### config.mk
export PLATFORM = sky130hd
export DESIGN_NAME = cfg_regs
export DESIGN_NICKNAME = d
export VERILOG_FILES = /design/src/cfg_regs.v
export VERILOG_INCLUDE_DIRS = /design/src
export SDC_FILE = /design/constraint.sdc
export NUM_CORES = 1
export LEC_CHECK = 0
export BUFFER_PORTS_ARGS = -buffer_cell sky130_fd_sc_hd__buf_2
export CORE_MARGIN = 3
export CORE_UTILIZATION = 41
export CTS_CLUSTER_SIZE = 10
export DETAILED_ROUTE_END_ITERATION = 10
export GPL_TIMING_DRIVEN = 0
export PLACE_DENSITY_LB_ADDON = 0.3
export SLEW_MARGIN = 0
export SYNTH_ARGS = -nofsm -noshare
export SYNTH_HDL_FRONTEND = slang
export SYNTH_SLANG_ARGS = --single-unit
### constraint.sdc
create_clock -name mclk -period 2.5 [get_ports mclk]
set_input_delay 0.125 -clock mclk [delete_from_list [all_inputs] [get_ports mclk]]
set_output_delay 0.125 -clock mclk [all_outputs]
set_load 0.005 [all_outputs]
### src/cfg_regs_defs.vh
// command codes, field positions and reset values for the initialization register bank
// assumes a byte-wide command/data port driven by the external controller
//
// Functional notes
// - usb bus reset disables every endpoint
// - fifo allocation only after all sixteen endpoints configured in order
// - allocation starts when the endpoint 15 configuration write completes
// - size or enable change invalidates all endpoint fifo contents
// - codes 0x20-0x2F write, 0x30-0x3F read endpoint configuration, one byte
// - bit 7 enables the endpoint buffer with memory allocated
// - bit 6 direction: 0 out, 1 in; also dma direction
// - bit 5 selects double buffering
// - bit 4 selects isochronous, else bulk or interrupt
// - bits 3..0 hold the buffer size code
// - bus reset sets working address to 0x00 and enables the device
// - bus reset leaves the software-visible address register unchanged
// - new address takes effect only when the status packet is acknowledged
// - 0xB6 writes, 0xB7 reads address register; bit 7 enable, 6..0 address
// - 0xB8 writes, 0xB9 reads mode register; upper byte ignored in 16-bit mode
// - debug bit 2 makes every error and nak raise an interrupt
// - mode bits: 7 dma width, 5 suspend, 3 int enable, 2 debug, 0 attach
// - dma width bit one selects 16-bit dma bus, zero 8-bit
// - suspend entered on a one-then-zero write sequence of bit 5
`ifndef CFG_REGS_DEFS_VH
`define CFG_REGS_DEFS_VH
`define EP_WR_BASE 8'h20
`define EP_RD_BASE 8'h30
`define EP_CODE_HI_MASK 8'hF0
`define EP_LAST 4'hF
`define ADDR_WR 8'hB6
`define ADDR_RD 8'hB7
`define MODE_WR 8'hB8
`define MODE_RD 8'hB9
`define BYTE_ZERO 8'h00
`define EPC_EN 7
`define EPC_DIR 6
`define EPC_DBL 5
`define EPC_ISO 4
`define EPC_SZ_HI 3
`define EPC_ALLOC_MASK 8'h8F
`define ADR_EN 7
`define MODE_DMA_WIDTH_SELECT 7
`define MODE_SUSP 5
`define MODE_INTEN 3
`define MODE_DBG 2
`define MODE_ATTACH 0
`define MODE_KEEP_MASK 8'h8F
`endif

### src/cfg_regs.v
// initialization register bank: endpoint configuration, device address, mode
// assumes cmd_valid/cmd_code/wr_data are synchronous to mclk, one byte per access
`include "cfg_regs_defs.vh"

module cfg_regs #(
    parameter num_ep = 16
) (
    input wire mclk,
    input wire nrst,
    input wire cmd_valid,
    input wire [7:0] cmd_code,
    input wire [7:0] wr_data,
    input wire usb_bus_reset,
    input wire status_ack,
    input wire [3:0] cfg_sel,
    output reg [7:0] rd_data,
    output reg rd_valid,
    output reg [7:0] sel_config,
    output reg [num_ep-1:0] ep_enabled,
    output reg alloc_start,
    output reg fifo_invalidate,
    output reg [6:0] active_address,
    output reg device_enable,
    output reg dma_width_select,
    output reg interrupt_output_enable,
    output reg debug_all_events,
    output reg soft_bus_attach,
    output reg suspend_req
);

    // ------------------------------------------------------------
    // command decode
    // ------------------------------------------------------------
    wire ep_wr = cmd_valid && ((cmd_code & `EP_CODE_HI_MASK) == `EP_WR_BASE);
    wire ep_rd = cmd_valid && ((cmd_code & `EP_CODE_HI_MASK) == `EP_RD_BASE);
    wire [3:0] ep_idx = cmd_code[3:0];
    wire adr_wr = cmd_valid && (cmd_code == `ADDR_WR);
    wire adr_rd = cmd_valid && (cmd_code == `ADDR_RD);
    wire mode_wr = cmd_valid && (cmd_code == `MODE_WR);
    wire mode_rd = cmd_valid && (cmd_code == `MODE_RD);

    // ------------------------------------------------------------
    // endpoint configuration array
    // ------------------------------------------------------------
    reg [7:0] ep_cfg_q [0:num_ep-1];
    reg [3:0] seq_next_q;
    reg seq_done_q;
    reg [7:0] mode_q;
    reg [7:0] addr_q;
    reg pending_q;
    reg [6:0] pend_addr_q;

    genvar g;
    generate
        for (g = 0; g < num_ep; g = g + 1) begin : g_ep
            always @(posedge mclk or negedge nrst) begin
                if (!nrst) begin
                    ep_cfg_q[g] <= `BYTE_ZERO;
                end else if (usb_bus_reset) begin
                    ep_cfg_q[g] <= ep_cfg_q[g] & ~(8'h01 << `EPC_EN);
                end else if (ep_wr && ep_idx == g) begin
                    ep_cfg_q[g] <= wr_data;
                end
            end
        end
    endgenerate

    // any enable or size change of an already-allocated bank loses all data
    wire [7:0] old_cfg = ep_cfg_q[ep_idx];
    // writes taken during a bus reset are dropped, so they must not move the tracker either
    wire ep_wr_live = ep_wr && !usb_bus_reset;
    wire alloc_change = ep_wr_live && (((old_cfg ^ wr_data) & `EPC_ALLOC_MASK) != `BYTE_ZERO);

    // ------------------------------------------------------------
    // allocation sequence tracking
    // ------------------------------------------------------------
    always @(posedge mclk or negedge nrst) begin
        if (!nrst) begin
            seq_next_q <= 4'h0;
            seq_done_q <= 1'b0;
            alloc_start <= 1'b0;
            fifo_invalidate <= 1'b0;
        end else begin
            alloc_start <= 1'b0;
            fifo_invalidate <= usb_bus_reset || (alloc_change && seq_done_q);
            if (ep_wr_live) begin
                // out-of-order write restarts the sequence; endpoint 0 out starts it afresh
                if (ep_idx == seq_next_q) begin
                    if (ep_idx == `EP_LAST) begin
                        seq_next_q <= 4'h0;
                        seq_done_q <= 1'b1;
                        alloc_start <= 1'b1;
                    end else begin
                        seq_next_q <= ep_idx + 4'h1;
                    end
                end else if (ep_idx == 4'h0) begin
                    seq_next_q <= 4'h1;
                end else begin
                    seq_next_q <= 4'h0;
                end
            end
        end
    end

    // ------------------------------------------------------------
    // address register and deferred activation
    // ------------------------------------------------------------
    always @(posedge mclk or negedge nrst) begin
        if (!nrst) begin
            addr_q <= `BYTE_ZERO;
            pending_q <= 1'b0;
            pend_addr_q <= 7'h00;
            active_address <= 7'h00;
            device_enable <= 1'b0;
        end else if (usb_bus_reset) begin
            // addr_q deliberately kept
            active_address <= 7'h00;
            device_enable <= 1'b1;
            pending_q <= 1'b0;
        end else begin
            if (adr_wr) begin
                addr_q <= wr_data;
                device_enable <= wr_data[`ADR_EN];
                pending_q <= 1'b1;
                pend_addr_q <= wr_data[6:0];
            end else if (pending_q && status_ack) begin
                active_address <= pend_addr_q;
                pending_q <= 1'b0;
            end
        end
    end

    // ------------------------------------------------------------
    // mode register and suspend detection
    // ------------------------------------------------------------
    always @(posedge mclk or negedge nrst) begin
        if (!nrst) begin
            mode_q <= `BYTE_ZERO;
            suspend_req <= 1'b0;
        end else begin
            suspend_req <= 1'b0;
            if (usb_bus_reset) begin
                mode_q <= mode_q & `MODE_KEEP_MASK;
            end else if (mode_wr) begin
                mode_q <= wr_data;
                suspend_req <= mode_q[`MODE_SUSP] && !wr_data[`MODE_SUSP];
            end
        end
    end

    // ------------------------------------------------------------
    // outputs and read-back
    // ------------------------------------------------------------
    integer i;
    always @(posedge mclk or negedge nrst) begin
        if (!nrst) begin
            rd_data <= `BYTE_ZERO;
            rd_valid <= 1'b0;
            sel_config <= `BYTE_ZERO;
            ep_enabled <= {num_ep{1'b0}};
            dma_width_select <= 1'b0;
            interrupt_output_enable <= 1'b0;
            debug_all_events <= 1'b0;
            soft_bus_attach <= 1'b0;
        end else begin
            rd_valid <= ep_rd || adr_rd || mode_rd;
            if (ep_rd) begin
                rd_data <= ep_cfg_q[ep_idx];
            end else if (adr_rd) begin
                rd_data <= addr_q;
            end else if (mode_rd) begin
                rd_data <= mode_q;
            end
            sel_config <= ep_cfg_q[cfg_sel];
            for (i = 0; i < num_ep; i = i + 1) begin
                ep_enabled[i] <= ep_cfg_q[i][`EPC_EN] && seq_done_q;
            end
            dma_width_select <= mode_q[`MODE_DMA_WIDTH_SELECT];
            interrupt_output_enable <= mode_q[`MODE_INTEN];
            debug_all_events <= mode_q[`MODE_DBG];
            soft_bus_attach <= mode_q[`MODE_ATTACH];
        end
    end

endmodule // cfg_regs

==> results_dict.tcl, run 1 <==
set metrics [dict create \
    fp.dieW_um 160.7 \
    clock-sinks 198 \
    grt_setup_unrepaired "false" \
    crit_arrival_ns 2.60 \
    r2r_cells 5 \
    layout_common_cells "dfrtp_1 (198), mux2_2 (128), buf_2 (73)" \
    grt_antenna_before_repair 0 \
    min_path_cells 2 \
    synth_edf_count 0 \
    setup_viol 0 \
    clock_path_buffers 2 \
    placedCellCount 1073 \
    synth_ff_type "dfrtp_1" \
    htree_levels 4 \
    cap_violations 0 \
    initial_utilization_pct 42.54 \
    drt_pass1_iterations 5 \
    cts_buffers 17 \
    cts_tree "done" \
    drt_iter0_drc 686 \
    synth-seq-cells 198 \
    skew_ns 0.01006 \
    postRouteAntennaNets 0 \
    hold_viol_final 0 \
    rows 55 \
    clk_latency_ns 0.44 \
    diodes 0 \
    post-route-drc-count 0 \
    nets 808 \
    final_cells 1105 \
    startpoint_type "primary input" \
    core_um2 23050 \
    holdWs_ns 0.1102 \
    finalSetupTns_ns 0 \
    grt_usage_pct 19.98 \
    dp_slack_ns -0.5473 \
    final_common_cell "dfrtp_1" \
    postCtsSetupRepairBufs 0 \
    vdd_drop_max_uv 317.4 \
    post_drt_wl_per_cell_um 22.64 \
    ys_top_cells_by_area "dfrtp_1 (51%), mux4_2 (16%), mux2_2 (15%), mux2i_1 (2.4%), nand2_1 (2.1%)" \
    worstSetupPathType "primary input to register" \
    syn-instance-count 696 \
    syn_nets 725 \
    io-pin-count 73 \
    avgViaCountPerCell 5.698 \
    p_leak_nw 5.315 \
    clock.fmax_mhz 437.3 \
    yosysUniqueCellTypes 42 \
    status "completed" \
    report.final.slew_viol_count 0 \
    min_period_ns 2.287 \
    clk_pin_slew_ns 0.07 \
    io_buffers 63 \
    async_reset_ff_share_pct 100.0 \
    final_layout_size_suffix_gt1_share_pct 39.27 \
    vias 6296 \
    crit_path_end_kind "register" \
    post-route-util_pct 48.28 \
    yosys_warnings 0 \
    crit_required_ns 2.82 \
    power.density_nw_per_um2 585.6 \
    slew-limit-headroom_pct 34.14 \
    syn-cell-area_um2 9807 \
    min_path_type "primary input to register" \
    drt_wl_total_um 25020 \
    gp_congestion 0.8363 \
    fp.dieH_um 160.7 \
    worst_slew_pin_slew_ns 0.9843 \
    dpl.hpwl_um 17360 \
    fill_cells 2026 \
    cp_max_fo 10 \
    synth_top_area_share_pct 50.52 \
    yosysSeqAreaShare_pct 50.52 \
    overflow 0 \
    area_growth_pct 13.49 \
    yosys.area.top_type "dfrtp_1" \
    grt_max_degree 115 \
    grt_pass1_wl_um 39070 \
    fp.dieArea_um2 25810 \
    syn_area_per_cell_um2 14.09 \
    cts_root_buffer "clkbuf_16" \
    grt_pass1_vias 6346 \
    period_share_pct 91.47 \
    worst_slack_ns 0.2133 \
]
cells in the mapped netlist, types with 3 or more instances:
library cell and instances:
inv_1 5, mux2_2 128, buf_2 11, a22o_1 4, and3_1 5, buf_1 8
o21ai_0 6, ha_1 4, nor2b_1 6, mux2i_1 24, and2_1 20, dfrtp_1 198
nor2_1 26, a221o_1 5, mux4_1 7, mux4_2 68, nand2_1 55, a21oi_1 19
xnor2_1 10, nand2b_1 4, clkbuf_1 35, xor2_1 3, nand3_1 23
critical path: stages:
cell      delay, ns
buf_2          0.13
buf_6          0.15
buf_4          0.21
inv_1          0.20
ha_1           0.44
and3_1         0.22
clkbuf_1       0.25
nor2b_1        0.17
clkbuf_1       0.32
mux2_2         0.38
sequential cells by signal, summed over array words and instances, names as in the netlist, 4 cells and up:
name and count:
active_address 7, addr_q 8, ep_cfg_q 128, ep_enabled 16, mode_q 8, rd_data 8
sel_config 8, seq_next_q 4
cell families (layout without fill, tap and decap cells):
group	count (synthesis)	in the layout	share of synthesized area, %
compound gates	42	42	2.896
xor+xnor	13	13	1.161
fa+ha+maj	4	4	0.5104
buf+inv	63	159	2.871
flops	198	198	50.52
mux	227	227	34.64
simple gates	149	149	7.400
power by group:
part	switching [mW]	internal, mW	leakage [nW]	total [mW]
Combinational	0.310	0.215	2.30	0.524
Sequential	0.0457	3.27	2.75	3.32
Clock	1.26	1.41	0.275	2.68
repair_timing:
action                     CTS  global route
resized for setup            0             2
setup endpoints to repair   19            12
hold buffers                 2             0
hold endpoints to repair   114             0
layer usage:
| metal | GRT usage (%) | up-vias | wire [µm] |
|---|---|---|---|
| li1 | - | 2741 | - |
| met1 | 28.63 | 3293 | 11280 |
| met2 | 30.67 | 226 | 11530 |
| met3 | 3.972 | 36 | 1589 |
| met4 | 6.667 | 0 | 620 |
| met5 | 0 | - | 0 |
stage by stage:
stage | area, µm² | total power [mW]
6_report | 11130 | 6.517
5_1_grt | 11130 | 6.729
4_1_cts | 11130 | 6.563
3_5_place_dp | 10550 | 3.906
3_3_place_gp | 10510 | 3.891
2_1_floorplan | 9807 | 3.677
path summary, 6_finish.rpt:
check / from / end / slack [ns]
min reg2reg: mode_q[7]$_DFFE_PN0P_ / dma_width_select$_DFF_PN0_ / 0.40
max in group asynchronous: nrst / mode_q[1]$_DFFE_PN0P_ / 1.20
min in group asynchronous: nrst / sel_config[2]$_DFF_PN0_ / 0.35
max reg2reg: ep_cfg_q[35]$_DFFE_PN0P_ / fifo_invalidate$_DFF_PN0_ / 0.55
max: cmd_code[0] / mode_q[3]$_DFFE_PN0P_ / 0.21
min: wr_data[4] / addr_q[4]$_DFFE_PN0P_ / 0.11
area by class of cell:
type | instances | area [µm²] | area share, %
sequential | 198 | 4955 | 44.52
multi-input combinational | 435 | 4571 | 41.07
clock buffer | 19 | 442.9 | 3.980
tap | 313 | 391.6 | 3.519
timing repair buffer | 66 | 372.9 | 3.350
buffer | 56 | 256.5 | 2.305
clock inverter | 13 | 121.4 | 1.090
inverter | 5 | 18.77 | 0.1686
(Power assumes the default switching activity.)
==> run 2, diff against run 1 <==
--- a/config.mk
+++ b/config.mk
@@ -7,6 +7,7 @@
 export NUM_CORES = 1
 export LEC_CHECK = 0
 export BUFFER_PORTS_ARGS = -buffer_cell sky130_fd_sc_hd__buf_2
+export CORE_ASPECT_RATIO = 1.2
 export CORE_MARGIN = 3
 export CORE_UTILIZATION = 41
 export CTS_CLUSTER_SIZE = 10
==> run 2 against run 1 <==
Effect of this change:
- worst setup slack worse by 0.10 ns
- non-clock buffer count is the same
- global-route usage increased by 0.35 points
- highest routed layer unchanged
- final cell count unchanged
==> results_dict.tcl, run 2 (synthesis results as in run 1) <==
set metrics [dict create \
    diodes 0 \
    io_buffers 63 \
    cp_max_fo 16 \
    core_um2 23350 \
    cts_buffers 17 \
    startpoint_type "primary input" \
    min_path_type "primary input to register" \
    largest-register "ep_cfg_q" \
    clock.fmax_mhz 418.9 \
    vias 6269 \
    grt_usage_pct 20.33 \
    grt_pass1_wl_um 39490 \
    cts_tree "done" \
    grt_pass1_vias 6420 \
    p_leak_nw 5.311 \
    avgViaCountPerCell 5.673 \
    drt_pass1_iterations 7 \
    clk_latency_ns 0.44 \
    nets 808 \
    slowest_stage "clkbuf_1" \
    status "completed" \
    slew-limit-headroom_pct 38.80 \
    power.density_nw_per_um2 585.5 \
    worst_slew_pin_slew_ns 0.9180 \
    fill_cells 2094 \
    io-pin-count 73 \
    skew_ns 0.008272 \
    cp_num_buf_inv 3 \
    largest_register_ffs 128 \
    fp.dieH_um 175.4 \
    dp_slack_ns -0.6260 \
    postRouteAntennaNets 0 \
    drt_iter0_drc 434 \
    layout_common_cells "dfrtp_1 (198), mux2_2 (128), buf_2 (73)" \
    crit_path_end_kind "register" \
    clk_pin_slew_ns 0.07 \
    min_period_ns 2.387 \
    postCtsSetupRepairBufs 0 \
    report.final.slew_viol_count 0 \
    worstSetupPathType "primary input to register" \
    grt_antenna_before_repair 0 \
    stdcell_area_um2 11140 \
    post-route-util_pct 47.70 \
    fp.dieArea_um2 25820 \
    worst_slack_ns 0.1126 \
    critPathMaxStageDelay_ns 0.62 \
    area_growth_pct 13.60 \
    placed_cell_area_um2 10550 \
    fp.dieW_um 147.2 \
    crit_required_ns 2.78 \
    final_layout_size_suffix_gt1_share_pct 39.11 \
    cap_violations 0 \
    crit_family "buffers and inverters" \
    initial_utilization_pct 41.99 \
    clock_path_buffers 2 \
    cts_root_buffer "clkbuf_16" \
    setup_viol 0 \
    drt_wl_total_um 25170 \
    holdWs_ns 0.07794 \
    cp_cell_sequence "buf_2 -> buf_2 -> clkbuf_1 -> mux4_2 -> mux2i_1 -> xnor2_1 -> o41ai_2 -> a41oi_1" \
    grt_max_degree 103 \
    rows 61 \
    vdd_drop_max_uv 403.7 \
    period_share_pct 95.50 \
    gp_congestion 0.8319 \
    overflow 0 \
    crit_arrival_ns 2.67 \
    grt_setup_unrepaired "false" \
    post_drt_wl_per_cell_um 22.78 \
    final_common_cell "dfrtp_1" \
    reg_top3 "ep_cfg_q (128), ep_enabled (16)" \
    post-route-drc-count 0 \
    dpl.hpwl_um 17550 \
    hold_viol_final 0 \
    cp_common_cell "buf_2" \
    clock-sinks 198 \
    htree_levels 4 \
]
-- run 2: changes by cell type in the layout (fill, tap and decap cells not counted) --
cell,previous run,this run
nor2_1,26,25
clkbuf_1,34,36
inv_6,4,1
clkinv_2,3,1
nor2_2,0,1
clkbuf_8,1,5
ha_2,0,1
ha_1,4,3
clkinv_4,3,1
clkbuf_2,1,0
-- run 2: final cells by class --
type                       count  area, µm²  share of cell area [%]
multi-input combinational    435       4576                   41.07
clock inverter                 6      67.56                  0.6065
inverter                       5      18.77                  0.1685
buffer                        56      255.2                   2.291
tap                          315      394.1                   3.538
timing repair buffer          66      372.9                   3.347
sequential                   198       4955                   44.47
clock buffer                  24      501.7                   4.504
-- run 2: stage by stage --
step / cells / power [mW] / setup TNS, ns
global route: 1105 / 6.770 / 0
CTS: 1106 / 6.584 / 0
detailed placement: 1075 / 3.905 / -24.25
global placement: 1074 / 3.890 / -425.10
floorplan: 696 / 3.677 / 0
finish: 1105 / 6.523 / 0
-- run 2: final timing paths --
path	from	end	slack (ns)	cells after the start
hold reg to reg	mode_q[2]$_DFFE_PN0P_	debug_all_events$_DFF_PN0_	0.41	0
max in group asynchronous	nrst	ep_cfg_q[109]$_DFFE_PN0P_	1.22	3
setup / recovery	cmd_code[1]	fifo_invalidate$_DFF_PN0_	0.11	8
setup reg to reg	ep_cfg_q[40]$_DFFE_PN0P_	fifo_invalidate$_DFF_PN0_	0.49	6
min in group asynchronous	nrst	active_address[4]$_DFFE_PN0P_	0.32	2
hold / removal	wr_data[6]	ep_cfg_q[62]$_DFFE_PN0P_	0.08	2
-- run 2: report_power, final --
part           switching (mW)  internal (mW)
logic                   0.306          0.215
registers              0.0449           3.27
clock network            1.18           1.50
total                    1.54           4.99
-- run 2: metal layers --
| layer | up-vias | track usage [%] | part of all wire, % |
|---|---|---|---|
| li1 | 2734 | - | - |
| met5 | - | 0 | 0 |
| met3 | 31 | 3.252 | 4.7 |
| met4 | 0 | 6.488 | 1.8 |
| met2 | 176 | 33.61 | 50 |
| met1 | 3328 | 27.80 | 44 |
-- run 2: what timing repair did --
item                                   in CTS  in global routing
resized for setup                           1                  1
cloned                                      0                  0
setup endpoints to repair                  19                 19
hold buffers                                2                  0
endpoints found under the hold margin     102                  0
